**src/verilog/pms_pkg.sv**
```systemverilog
// Constants, register map and state codes of the power mode sequencer.
// Assumes a single 40 MHz reference clock; the slow oscillator is an enable.
`default_nettype none

package pms_pkg;

  // Clock and slow-oscillator rate
  localparam int CLK_HZ = 40_000_000;
  localparam int SLOW_CLK_HZ = 31_250;
  localparam int SLOW_DIV = CLK_HZ / SLOW_CLK_HZ;
  localparam int SLOW_DIV_W = 11;
  localparam logic [SLOW_DIV_W-1:0] SLOW_DIV_LAST = SLOW_DIV_W'(SLOW_DIV - 1);

  // Register port
  localparam int ADDR_W = 8;
  localparam int DATA_W = 32;
  localparam logic [ADDR_W-1:0] OFS_GEN_CTRL = 8'h00;
  localparam logic [ADDR_W-1:0] OFS_WAKE_LOW = 8'h04;
  localparam logic [ADDR_W-1:0] OFS_WAKE_HIGH = 8'h08;
  localparam logic [ADDR_W-1:0] OFS_DORMANT_CFG = 8'h0c;
  localparam logic [ADDR_W-1:0] OFS_RESUME1_CFG = 8'h10;

  // General control fields
  localparam int GC_POR_LEVELS = 7;
  localparam int GC_REAPPLY = 6;
  localparam int GC_WIDE_TIMER = 5;
  localparam int GC_TIMER_WAKE = 4;
  localparam int GC_PIN_POL = 3;
  localparam int GC_PIN_WAKE = 2;
  localparam int GC_SLEEP_GO = 1;
  localparam int GC_CLK_SEL = 0;
  localparam logic [7:0] GC_RESET = 8'h08;
  localparam logic [7:0] GC_STORE_MASK = 8'hbd;

  // State configuration fields
  localparam int CFG_DWELL_LSB = 16;
  localparam int CFG_DWELL_MSB = 20;
  localparam int CFG_CLK_GATE = 14;
  localparam int CFG_ANA_PFM = 9;
  localparam int CFG_CORE_PFM = 8;
  localparam int CFG_IO_EN = 5;
  localparam int CFG_PLL_EN = 4;
  localparam int CFG_ANA_EN = 1;
  localparam int CFG_CORE_EN = 0;
  localparam logic [DATA_W-1:0] CFG_RW_MASK = 32'h001f_4331;
  localparam logic [DATA_W-1:0] DORMANT_CFG_RESET = 32'h0010_0000;
  localparam logic [DATA_W-1:0] RESUME1_CFG_RESET = 32'h0010_0020;
  // Fixed configurations of the states without a register here
  localparam logic [DATA_W-1:0] RESUME2_CFG = 32'h0010_0033;
  localparam logic [DATA_W-1:0] RUN_CFG = 32'h0000_0033;
  localparam logic [DATA_W-1:0] SLEEP1_CFG = 32'h0010_0022;
  localparam logic [DATA_W-1:0] SLEEP2_CFG = 32'h0010_0022;

  localparam int DWELL_W = 32;

  typedef enum logic [2:0] {
    ST_DORMANT = 3'b000,
    ST_RESUME1 = 3'b001,
    ST_RESUME2 = 3'b010,
    ST_RUN = 3'b011,
    ST_SLEEP1 = 3'b100,
    ST_SLEEP2 = 3'b101
  } pms_state_e;

endpackage

`default_nettype wire

```
**src/verilog/pms_dwell_timer.sv**
```systemverilog
// Minimum dwell timer: counts 2**log2 enabled ticks from a start strobe.
// Assumes the start strobe coincides with the state change it times.
`timescale 1ns/1ps
`default_nettype none

module pms_dwell_timer
  import pms_pkg::*;
(
  input wire logic i_ref_clk,
  input wire logic i_rst_n,
  input wire logic i_start,
  input wire logic i_tick,
  input wire logic [4:0] i_log2,
  output logic o_expired
);

  logic [DWELL_W-1:0] cnt_ff;
  logic [DWELL_W-1:0] target;

  // Field 31 needs the full 32-bit count
  assign target = 32'h1 << i_log2;
  // A field lowered mid-state must not push expiry out past the counter wrap
  assign o_expired = (cnt_ff >= target);

  always_ff @(posedge i_ref_clk or negedge i_rst_n)
  begin
    if (!i_rst_n)
      cnt_ff <= '0;
    else if (i_start)
      cnt_ff <= '0;
    else if (i_tick && !o_expired)
      cnt_ff <= cnt_ff + 32'h1;
  end

endmodule // pms_dwell_timer

`default_nettype wire

```
**src/verilog/pms_sequencer.sv**
```systemverilog
// Power mode sequencer: registers, state walk and supply controls.
// Assumes register strobes, resume pin, supply-good and counter inputs are synchronous.
`timescale 1ns/1ps
`default_nettype none

module pms_sequencer
  import pms_pkg::*;
(
  input wire logic i_ref_clk,
  input wire logic i_rst_n,
  input wire logic i_reg_wr,
  input wire logic i_reg_rd,
  input wire logic [ADDR_W-1:0] i_reg_addr,
  input wire logic [DATA_W-1:0] i_reg_wdata,
  input wire logic i_resume_pin,
  input wire logic [63:0] i_rtc_count,
  input wire logic i_core_good,
  input wire logic i_analog_good,
  input wire logic i_pll_good,
  input wire logic i_io_good,
  output logic [DATA_W-1:0] o_reg_rdata,
  output logic o_reg_rvalid,
  output logic o_core_buck_en,
  output logic o_analog_buck_en,
  output logic o_pll_reg_en,
  output logic o_io_supply_en,
  output logic o_core_buck_pfm,
  output logic o_analog_buck_pfm,
  output logic o_tile_clk_gate,
  output logic o_por_levels,
  output logic [2:0] o_state
);

  pms_state_e state_ff;
  pms_state_e nxt_state;
  logic [7:0] ctrl_ff;
  logic reapply_ff;
  logic [DATA_W-1:0] wake_low_ff;
  logic [DATA_W-1:0] wake_high_ff;
  logic [DATA_W-1:0] dormant_cfg_ff;
  logic [DATA_W-1:0] resume1_cfg_ff;
  logic [SLOW_DIV_W-1:0] div_ff;
  logic slow_tick;
  logic tick;
  logic dwell_done;
  logic [DATA_W-1:0] cur_cfg;
  logic timer_hit;
  logic pin_hit;
  logic wake;
  logic supplies_good;
  logic wr_ctrl;
  logic sleep_taken;
  logic run_last_ff;

  assign wr_ctrl = i_reg_wr && (i_reg_addr == OFS_GEN_CTRL);
  assign sleep_taken = (state_ff == ST_RUN) && ctrl_ff[GC_SLEEP_GO];

  // Slow oscillator stands in as a one-cycle enable
  always_ff @(posedge i_ref_clk or negedge i_rst_n)
  begin
    if (!i_rst_n)
      div_ff <= '0;
    else if (div_ff == SLOW_DIV_LAST)
      div_ff <= '0;
    else
      div_ff <= div_ff + 11'h1;
  end

  assign slow_tick = (div_ff == SLOW_DIV_LAST);
  // Clock select only matters while dormant; elsewhere the default clock runs
  assign tick = (state_ff == ST_DORMANT && !ctrl_ff[GC_CLK_SEL]) ? slow_tick : 1'b1;

  // General control
  always_ff @(posedge i_ref_clk or negedge i_rst_n)
  begin
    if (!i_rst_n)
      ctrl_ff <= GC_RESET;
    else
    begin
      if (wr_ctrl)
        ctrl_ff <= (i_reg_wdata[7:0] & GC_STORE_MASK) | {6'h0, i_reg_wdata[GC_SLEEP_GO] | ctrl_ff[GC_SLEEP_GO], 1'b0}
                   | {7'h0, i_reg_wdata[GC_CLK_SEL]};
      // A fresh write of the sleep bit wins over the self clear
      if (sleep_taken && !(wr_ctrl && i_reg_wdata[GC_SLEEP_GO]))
        ctrl_ff[GC_SLEEP_GO] <= 1'b0;
    end
  end

  // Write-only strobe, never stored
  always_ff @(posedge i_ref_clk or negedge i_rst_n)
  begin
    if (!i_rst_n)
      reapply_ff <= 1'b0;
    else
      reapply_ff <= wr_ctrl && i_reg_wdata[GC_REAPPLY];
  end

  // Wake time and state configurations
  always_ff @(posedge i_ref_clk or negedge i_rst_n)
  begin
    if (!i_rst_n)
    begin
      wake_low_ff <= '0;
      wake_high_ff <= '0;
      dormant_cfg_ff <= DORMANT_CFG_RESET;
      resume1_cfg_ff <= RESUME1_CFG_RESET;
    end
    else if (i_reg_wr)
    begin
      if (i_reg_addr == OFS_WAKE_LOW)
        wake_low_ff <= i_reg_wdata;
      if (i_reg_addr == OFS_WAKE_HIGH)
        wake_high_ff <= i_reg_wdata;
      // Read-only analog enable keeps its reset value
      if (i_reg_addr == OFS_DORMANT_CFG)
        dormant_cfg_ff <= (i_reg_wdata & CFG_RW_MASK) | (DORMANT_CFG_RESET & ~CFG_RW_MASK);
      if (i_reg_addr == OFS_RESUME1_CFG)
        resume1_cfg_ff <= (i_reg_wdata & CFG_RW_MASK) | (RESUME1_CFG_RESET & ~CFG_RW_MASK);
    end
  end

  // Registered read port, unmapped addresses read zero
  always_ff @(posedge i_ref_clk or negedge i_rst_n)
  begin
    if (!i_rst_n)
    begin
      o_reg_rdata <= '0;
      o_reg_rvalid <= 1'b0;
    end
    else
    begin
      o_reg_rvalid <= i_reg_rd;
      if (i_reg_rd)
      begin
        unique case (i_reg_addr)
          OFS_GEN_CTRL: o_reg_rdata <= {24'h0, ctrl_ff};
          OFS_WAKE_LOW: o_reg_rdata <= wake_low_ff;
          OFS_WAKE_HIGH: o_reg_rdata <= wake_high_ff;
          OFS_DORMANT_CFG: o_reg_rdata <= dormant_cfg_ff;
          OFS_RESUME1_CFG: o_reg_rdata <= resume1_cfg_ff;
          default: o_reg_rdata <= '0;
        endcase
      end
    end
  end

  // Wake conditions
  always_comb
  begin
    if (ctrl_ff[GC_WIDE_TIMER])
      timer_hit = {i_rtc_count[63:32], i_rtc_count[31:0]} >= {wake_high_ff, wake_low_ff};
    else
      timer_hit = i_rtc_count[31:0] >= wake_low_ff;
  end

  assign pin_hit = ctrl_ff[GC_PIN_WAKE] && (i_resume_pin == ctrl_ff[GC_PIN_POL]);
  assign wake = pin_hit || (ctrl_ff[GC_TIMER_WAKE] && timer_hit);

  always_comb
  begin
    unique case (state_ff)
      ST_DORMANT: cur_cfg = dormant_cfg_ff;
      ST_RESUME1: cur_cfg = resume1_cfg_ff;
      ST_RESUME2: cur_cfg = RESUME2_CFG;
      ST_RUN: cur_cfg = RUN_CFG;
      ST_SLEEP1: cur_cfg = SLEEP1_CFG;
      ST_SLEEP2: cur_cfg = SLEEP2_CFG;
      default: cur_cfg = RUN_CFG;
    endcase
  end

  // Only supplies enabled in this state have to report good
  assign supplies_good = (!cur_cfg[CFG_CORE_EN] || i_core_good) && (!cur_cfg[CFG_ANA_EN] || i_analog_good)
                         && (!cur_cfg[CFG_PLL_EN] || i_pll_good) && (!cur_cfg[CFG_IO_EN] || i_io_good);

  pms_dwell_timer u_dwell (
    .i_ref_clk(i_ref_clk),
    .i_rst_n(i_rst_n),
    .i_start(nxt_state != state_ff),
    .i_tick(tick),
    .i_log2(cur_cfg[CFG_DWELL_MSB:CFG_DWELL_LSB]),
    .o_expired(dwell_done)
  );

  always_comb
  begin
    nxt_state = state_ff;
    unique case (state_ff)
      ST_DORMANT:
        if (dwell_done && wake)
          nxt_state = ST_RESUME1;
      ST_RESUME1:
        if (dwell_done && supplies_good)
          nxt_state = ST_RESUME2;
      ST_RESUME2:
        if (dwell_done && supplies_good)
          nxt_state = ST_RUN;
      ST_RUN:
        if (ctrl_ff[GC_SLEEP_GO])
          nxt_state = ST_SLEEP1;
      ST_SLEEP1:
        if (dwell_done)
          nxt_state = ST_SLEEP2;
      ST_SLEEP2:
        if (dwell_done)
          nxt_state = ST_DORMANT;
      default:
        nxt_state = ST_RUN;
    endcase
  end

  // Power comes up run_state
  always_ff @(posedge i_ref_clk or negedge i_rst_n)
  begin
    if (!i_rst_n)
      state_ff <= ST_RUN;
    else
      state_ff <= nxt_state;
  end

  // Run entry is detected against last cycle's state
  always_ff @(posedge i_ref_clk or negedge i_rst_n)
  begin
    if (!i_rst_n)
      run_last_ff <= 1'b1;
    else
      run_last_ff <= (state_ff == ST_RUN);
  end

  // Supply controls; run-state settings load on entry or on re-apply only
  always_ff @(posedge i_ref_clk or negedge i_rst_n)
  begin
    if (!i_rst_n)
    begin
      o_core_buck_en <= RUN_CFG[CFG_CORE_EN];
      o_analog_buck_en <= RUN_CFG[CFG_ANA_EN];
      o_pll_reg_en <= RUN_CFG[CFG_PLL_EN];
      o_io_supply_en <= RUN_CFG[CFG_IO_EN];
      o_core_buck_pfm <= RUN_CFG[CFG_CORE_PFM];
      o_analog_buck_pfm <= RUN_CFG[CFG_ANA_PFM];
      o_tile_clk_gate <= RUN_CFG[CFG_CLK_GATE];
    end
    else if (state_ff != ST_RUN || !run_last_ff || reapply_ff)
    begin
      o_core_buck_en <= cur_cfg[CFG_CORE_EN];
      o_analog_buck_en <= cur_cfg[CFG_ANA_EN];
      o_pll_reg_en <= cur_cfg[CFG_PLL_EN];
      o_io_supply_en <= cur_cfg[CFG_IO_EN];
      o_core_buck_pfm <= cur_cfg[CFG_CORE_PFM];
      o_analog_buck_pfm <= cur_cfg[CFG_ANA_PFM];
      o_tile_clk_gate <= cur_cfg[CFG_CLK_GATE];
    end
  end

  always_ff @(posedge i_ref_clk or negedge i_rst_n)
  begin
    if (!i_rst_n)
    begin
      o_por_levels <= 1'b0;
      o_state <= ST_RUN;
    end
    else
    begin
      o_por_levels <= ctrl_ff[GC_POR_LEVELS] && (state_ff == ST_RESUME1 || state_ff == ST_RESUME2);
      o_state <= state_ff;
    end
  end
endmodule // pms_sequencer

`default_nettype wire

```
**config.mk**
```make
export PLATFORM = sky130hd
export DESIGN_NAME = pms_sequencer
export DESIGN_NICKNAME = d
export VERILOG_FILES = /design/src/verilog/pms_pkg.sv /design/src/verilog/pms_dwell_timer.sv /design/src/verilog/pms_sequencer.sv
export SDC_FILE = /design/constraint.sdc
export NUM_CORES = 1
export LEC_CHECK = 0
export BUFFER_PORTS_ARGS = -buffer_cell sky130_fd_sc_hd__buf_4
export CORE_ASPECT_RATIO = 1.75
export CORE_MARGIN = 1.5
export CORE_UTILIZATION = 35
export DETAILED_ROUTE_END_ITERATION = 10
export PLACE_DENSITY = 0.54
export SLEW_MARGIN = 20
export SYNTH_ARGS = -nofsm -noshare
export SYNTH_HDL_FRONTEND = slang
export SYNTH_HIERARCHICAL = 1
export SYNTH_SLANG_ARGS = --single-unit
```
**constraint.sdc**
```tcl
create_clock -name i_ref_clk -period 6.2 [get_ports i_ref_clk]
set_clock_uncertainty 0.15 [all_clocks]
set_input_delay 0.62 -clock i_ref_clk [delete_from_list [all_inputs] [get_ports i_ref_clk]]
set_output_delay 0.62 -clock i_ref_clk [all_outputs]
set_load 0.02 [all_outputs]
```
### Word level (Yosys, flattened, before mapping)

Index checks and enable logic that the tools add are counted.

* shift-type cells: 1
* $lt $le $gt $ge: 3
* muxes and demuxes: 16
* eq/ne operators: 13
* $add $sub $neg: 2
* reductions and logical operators: 40
* bitwise logic cells: 3

Operator list (count)
* one-hot mux 32 bit (5 select lines): 1
* one-hot mux 21 bit (4 select lines): 1
* >= comparator 32 bit: 2
* >= comparator 64 bit: 1
* 2-to-1 mux 32 bit: 2
* adder 32 x 1 -> 32 bit (second input constant): 1
* << shifter 1 x 5 -> 32 bit (first input constant): 1
* 2-to-1 mux 3 bit: 6
* one-hot mux 3 bit (6 select lines): 1
* equality test 8 x 4 -> 1 bit (second input constant): 2
* logical AND 1 bit: 15
* adder 11 x 1 -> 11 bit (second input constant): 1
* equality test 11 bit (second input constant): 1
* 2-to-1 mux 11 bit: 1
* equality test 8 x 3 -> 1 bit (second input constant): 1
* equality test 8 x 5 -> 1 bit (second input constant): 1
* logical NOT 1 bit: 8
* logical NOT 8 bit: 1
* logical OR 1 bit: 8
* bitwise OR 8 x 1 -> 8 bit: 1
* bitwise OR 8 x 2 -> 8 bit: 1
* AND reduction 2 bit: 4
* equality test 3 x 2 -> 1 bit (second input constant): 2
* equality test 3 bit (second input constant): 2
* other kinds (10): 13

* logic and storage cells: 100
* input port bits: 113
* output and inout bits: 44
* flip-flop bits (word level): 186

### Logic depth before layout (Yosys ltp)

* depth after elaboration: 13
* gate-level depth with buffers: 23
* mapped depth without buffers: 20

### Cells and area by module

Netlist, hierarchy kept.

Modules (own cells, without submodules)
* pms_sequencer: seq. area each 3844.9 um2, cells each 748, times used 1, area each 8180.3 um2
* pms_dwell_timer: seq. area each 800.8 um2, cells each 324, times used 1, area each 2666.3 um2

### Least setup slack after synthesis

OpenSTA, ideal clock, no wires.

* kind: reg-to-reg
* start point: register state_ff[0]
* end point: register u_dwell.cnt_ff[0]
* setup time: 132 ps
* arrival time: 4784 ps
* period minus slack after synthesis: 5066 ps
* path slack: 1134 ps
* stages on the path, launching flop included: 22
* data required time: 5918 ps
* buffers on the path: 4
* cells stage by stage: dfstp_2 > buf_2 > buf_2 > mux2i_1 > nor2_1 > nor3b_1 > nand2_1 > ha_1 > nand4_1 > or3_1 > nor4_1 > o31ai_1 > and2_1 > inv_1 > o2111ai_1 > nor3_1 > mux2i_1 > o211ai_1 > o21bai_1 > clkbuf_1 > clkbuf_1 > nor2_1

* elaborated cells on any way between the ends: 37
* classes of those cells: order compare (1); eq/ne (6); shift (1); mux (10); reduce/logical (19)

RTL lines
* start: declaration: RTL line pms_sequencer.sv:34 `pms_state_e state_ff;`
* start signal: assignment: RTL line pms_sequencer.sv:218 `state_ff <= nxt_state;`
* equality test 3 bit: RTL line pms_sequencer.sv:161 `unique case (state_ff)`
* OR reduction 2 bit (no line)
* one-hot mux 21 bit (4 select lines) (*): RTL line pms_sequencer.sv:161
* net cur_cfg[17]: RTL line pms_sequencer.sv:46 `logic [DATA_W-1:0] cur_cfg;`
* << shifter 1 x 5 -> 32 bit (*): RTL line pms_dwell_timer.sv:21 `assign target = 32'h1 << i_log2;`
* >= comparator 32 bit (*): RTL line pms_dwell_timer.sv:23 `assign o_expired = (cnt_ff >= target);`
* net dwell_done: RTL line pms_sequencer.sv:45 `logic dwell_done;`
* logical AND 1 bit, on equally long branches: RTL line pms_sequencer.sv:193, pms_sequencer.sv:196, pms_sequencer.sv:190
* 2-to-1 mux 3 bit, on equally long branches: RTL line pms_sequencer.sv:196, pms_sequencer.sv:190, pms_sequencer.sv:193
* one-hot mux 3 bit (6 select lines): RTL line pms_sequencer.sv:188 `unique case (state_ff)`
* inequality test 3 bit: RTL line pms_sequencer.sv:179 `.i_start(nxt_state != state_ff),`
* 2-to-1 mux 32 bit or nonzero test 2 bit (tied branches)
* end signal: assignment: RTL line pms_dwell_timer.sv:32 `cnt_ff <= cnt_ff + 32'h1;`
* end: declaration: RTL line pms_dwell_timer.sv:17 `logic [DWELL_W-1:0] cnt_ff;`

Mark *: on every way through the listed nets, which the timed path passes. The rest lies on a longest branch.
A chain may end at the register's enable or synchronous reset.

### Worst setup path in the final report

* start point: register state_ff[2]
* end point: register u_dwell.cnt_ff[2]

The elaborated chain is that of the path after synthesis.

==> key figures <==
Critical path
  – Crit path cell chain: or2_2 > nor2_1 > nor3b_1 > nand2_1 > ha_1 > nand4_1 > or3_1 > nor4_1 > o31ai_1 > and2_1 > inv_1 > o2111ai_1 > nor3_1 > mux2i_1 > o211ai_1 > o21bai_2 > buf_4 > nor2b_1 > mux2_2
  – R2R setup slack: 0.41 ns
  – Worst r2r dst: u_dwell/cnt_ff[2]$_DFFE_PN0P_
  – Setup crit end kind: flip-flop
  – Worst reg2reg startpoint: state_ff[2]$_DFF_PN0_
  – CP max-delay cell: dfrtp_1
  – Critical path startpoint category: flip-flop
  – CP Max Fanout: 29
  – WS Path Type: flip-flop to flip-flop
  – R2r worst-path depth: 19
  – CP required: 6.38 ns
  – Worst EP arrival: 5.96 ns
  – Max stage delay on crit path: 0.54 ns

Route
  – DRC Markers: 0
  – Vias per cell: 5.33
  – Final WL: 31.3 mm
  – 1st-pass router iterations: 5
  – M1 wire length: 11.1 mm
  – Met2 Wirelength: 17.8 mm
  – DRT iter0 DRCs: 437
  – Post-DRT Antenna Nets: 0
  – Met3 wire length: 999 µm
  – Vias: 8,629
  – Uppermost layer routed: met4
  – DR WL/cell: 19.3 µm

Layout
  – Fin nets: 1,426
  – # fillers: 3,043
  – Ant diodes: 0
  – Share of cells above drive strength 1: 0.255
  – Layout area overhead: 19.8%
  – Most frequent cells in the layout: dfrtp_1, buf_4, inv_1
  – Commonest non-fill, non-tap cell in the layout: dfrtp_1

Die
  – Die X: 136 µm
  – Core area: 30,600 µm²
  – Cell Rows: 85
  – Initial core utilization: 0.354
  – Top-level I/O count: 157
  – Die area: 32,100 µm²
  – Die span in y: 236 µm

Clocking
  – Skew-Pair Late Insertion Delay: 0.45 ns
  – CTS tree: done
  – Clock Path Buffers: 2
  – CTS Buf Count: 17
  – Clock sinks: 185
  – Post-CTS Hold Buffers: 0
  – Clk Tree Root Cell: clkbuf_16
  – H-tree lvl count: 4
  – Clock Pin Slew Worst Setup and Hold Paths: 0.07 ns

Global route
  – GRT overflow: 0
  – Total track usage: 0.206
  – Initial antenna violation count: 0
  – Vias in the first global route: 9,208
  – First-pass GRT wire length: 49.8 mm
  – Largest net degree at the start of global routing: 69

Synthesis
  – Post-Synthesis Cells: 1,072
  – Sequential share of the synthesized area: 0.428
  – Ys async rst share: 1.00
  – Top_reg_cell synth: dfrtp_1
  – Yosys cell types: 66
  – Average cell area after synthesis: 10.1 µm²
  – Yosys reg bits: 185
  – Mapped Area: 10,800 µm²
  – Synth Warn #: 6
  – Syn Nets: 1,283
  – Number of flops mapped to enable cells by yosys: 0

STA
  – Unrepaired setup endpoints after global routing: no
  – Setup TNS: 0 ns
  – Final worst-path cycle share: 0.933
  – Measured slew at the worst slew-check pin: 0.973 ns
  – Setup-failing EPs final: 0
  – Hold Fails Final Rpt: 0
  – Fmax achieved: 0.173 GHz
  – Slew HR: 0.349
  – Tmin final: 5.79 ns
  – Slew Viols, Final: 0

Flow run
  – Max cap viols: 0

Pwr
  – Leak pwr: 5.90 nW
  – Pwr per Cell Area: 200 nW/µm²
  – Max VDD drop: 0.202 mV
  – Total power: 2.60 mW

Placement
  – Routability cong.: 0.832
  – Port Buffer Count: 156
  – Dpl hpwl: 23.6 mm

Min path
  – Type of the most critical hold path: primary input to asynchronous set/reset pin

Outcome
  – Run status: complete, no violations
==> registers in the layout (all words and copies together), names as in the netlist, 3 cells and up <==
register,count
div_ff,11
wake_high_ff,32
o_state,3
o_reg_rdata,32
dormant_cfg_ff,11
state_ff,3
wake_low_ff,32
ctrl_ff,7
u_dwell/cnt_ff,32
resume1_cfg_ff,11
==> synthesized netlist by cell type, types with 6 or more instances <==
cell,instances,area (µm²)
nor3b_1,7,52.6
nor3_1,12,60.1
a221oi_1,6,52.6
clkbuf_1,24,90.1
a22oi_1,17,128
o21a_1,8,60.1
dfrtp_1,172,4300
mux2i_1,15,150
dfstp_2,13,342
and3_1,8,50.1
nor4_1,9,56.3
o22ai_1,29,181
inv_1,107,402
nand2_1,94,353
or3_1,15,93.8
mux2_2,77,867
nor2b_1,9,56.3
a21boi_0,8,60.1
a211oi_1,6,45.0
or4_1,13,97.6
xnor2_1,7,61.3
nand4_1,16,100
nand3_1,28,140
o31ai_1,13,97.6
a222oi_1,12,120
buf_2,13,65.1
nor2_1,45,169
o21ai_0,36,180
mux2_1,11,124
a21oi_1,66,330
mux2_4,10,150
ha_1,98,1230
==> critical path: cells and delay by family (launching register included) <==
kind                       cells  cell delay [ns]
muxes                          2             0.39
DFF                            1             0.54
AOI/OAI and AO/OA              4             0.68
buffers and inverters          2             0.61
adders and majority gates      1             0.34
and+or+nand+nor               10             2.94
==> per-stage QoR <==
stage | instance area (µm²) | std cells | worst slack [ns] | hold slack (ns) | util
floorplan | 10800 | 1072 | 1.13 | 0.174 | -
global placement | 12400 | 1587 | 0.674 | 0.312 | 0.405
detailed placement | 12400 | 1587 | 0.437 | 0.317 | 0.405
CTS | 13000 | 1619 | 0.420 | 0.0491 | 0.424
global route | 13000 | 1619 | 0.0282 | 0.0725 | 0.424
finish | 13000 | 1619 | 0.414 | 0.0315 | 0.424
==> routing by layer <==
layer / GRT usage / vias to the layer above
met5: 0 / -
met4: 0.0903 / 0
met3: 0.0419 / 62
met2: 0.392 / 153
met1: 0.209 / 4246
li1: - / 4168
==> kinds of logic (layout without fill, tap and decap cells) <==
family	Yosys count	in the layout	synth area share
flops	185	185	0.428
buf+inv	150	306	0.0555
compound gates	231	231	0.139
xor+xnor	11	11	0.00888
mux	113	113	0.119
simple gates	284	284	0.137
fa+ha+maj	98	98	0.113
==> cell type report <==
cell class,count,area (µm²),area share
Tap cell,391,489,0.0377
Multi-Input combinational cell,737,5610,0.432
Inverter,108,405,0.0312
Clock inverter,10,119,0.00915
Timing Repair Buffer,166,1250,0.0964
Sequential cell,185,4650,0.358
Clock buffer,22,464,0.0357
==> worst max path at each step <==
stage | startpoint | end | slack (ns) | cells after the start
detailed placement | state_ff[2]$_DFF_PN0_ | u_dwell/cnt_ff[2]$_DFFE_PN0P_ | 0.44 | 19
finish | state_ff[2]$_DFF_PN0_ | u_dwell/cnt_ff[2]$_DFFE_PN0P_ | 0.41 | 19
floorplan | state_ff[0]$_DFF_PN1_ | u_dwell/cnt_ff[0]$_DFFE_PN0P_ | 1.13 | 21
global placement | state_ff[2]$_DFF_PN0_ | u_dwell/cnt_ff[2]$_DFFE_PN0P_ | 0.67 | 19
CTS | state_ff[2]$_DFF_PN0_ | u_dwell/cnt_ff[2]$_DFFE_PN0P_ | 0.42 | 19
global route | state_ff[1]$_DFF_PN1_ | u_dwell/cnt_ff[10]$_DFFE_PN0P_ | 0.03 | 19
==> report_power, final <==
part | leakage, nW | internal [mW] | switching (mW)
clock | 0.277 | 0.616 | 0.481
combinational | 3.14 | 0.116 | 0.125
sequential | 2.49 | 1.24 | 0.0264
total | 5.90 | 1.97 | 0.632
==> repair_timing <==
item | 4_1_cts | 5_1_grt
gates resized for setup | 0 | 1
buffers inserted | 0 | 0
endpoints found under the setup margin | 0 | 2
Note: power is estimated with default switching activity, not from simulation.
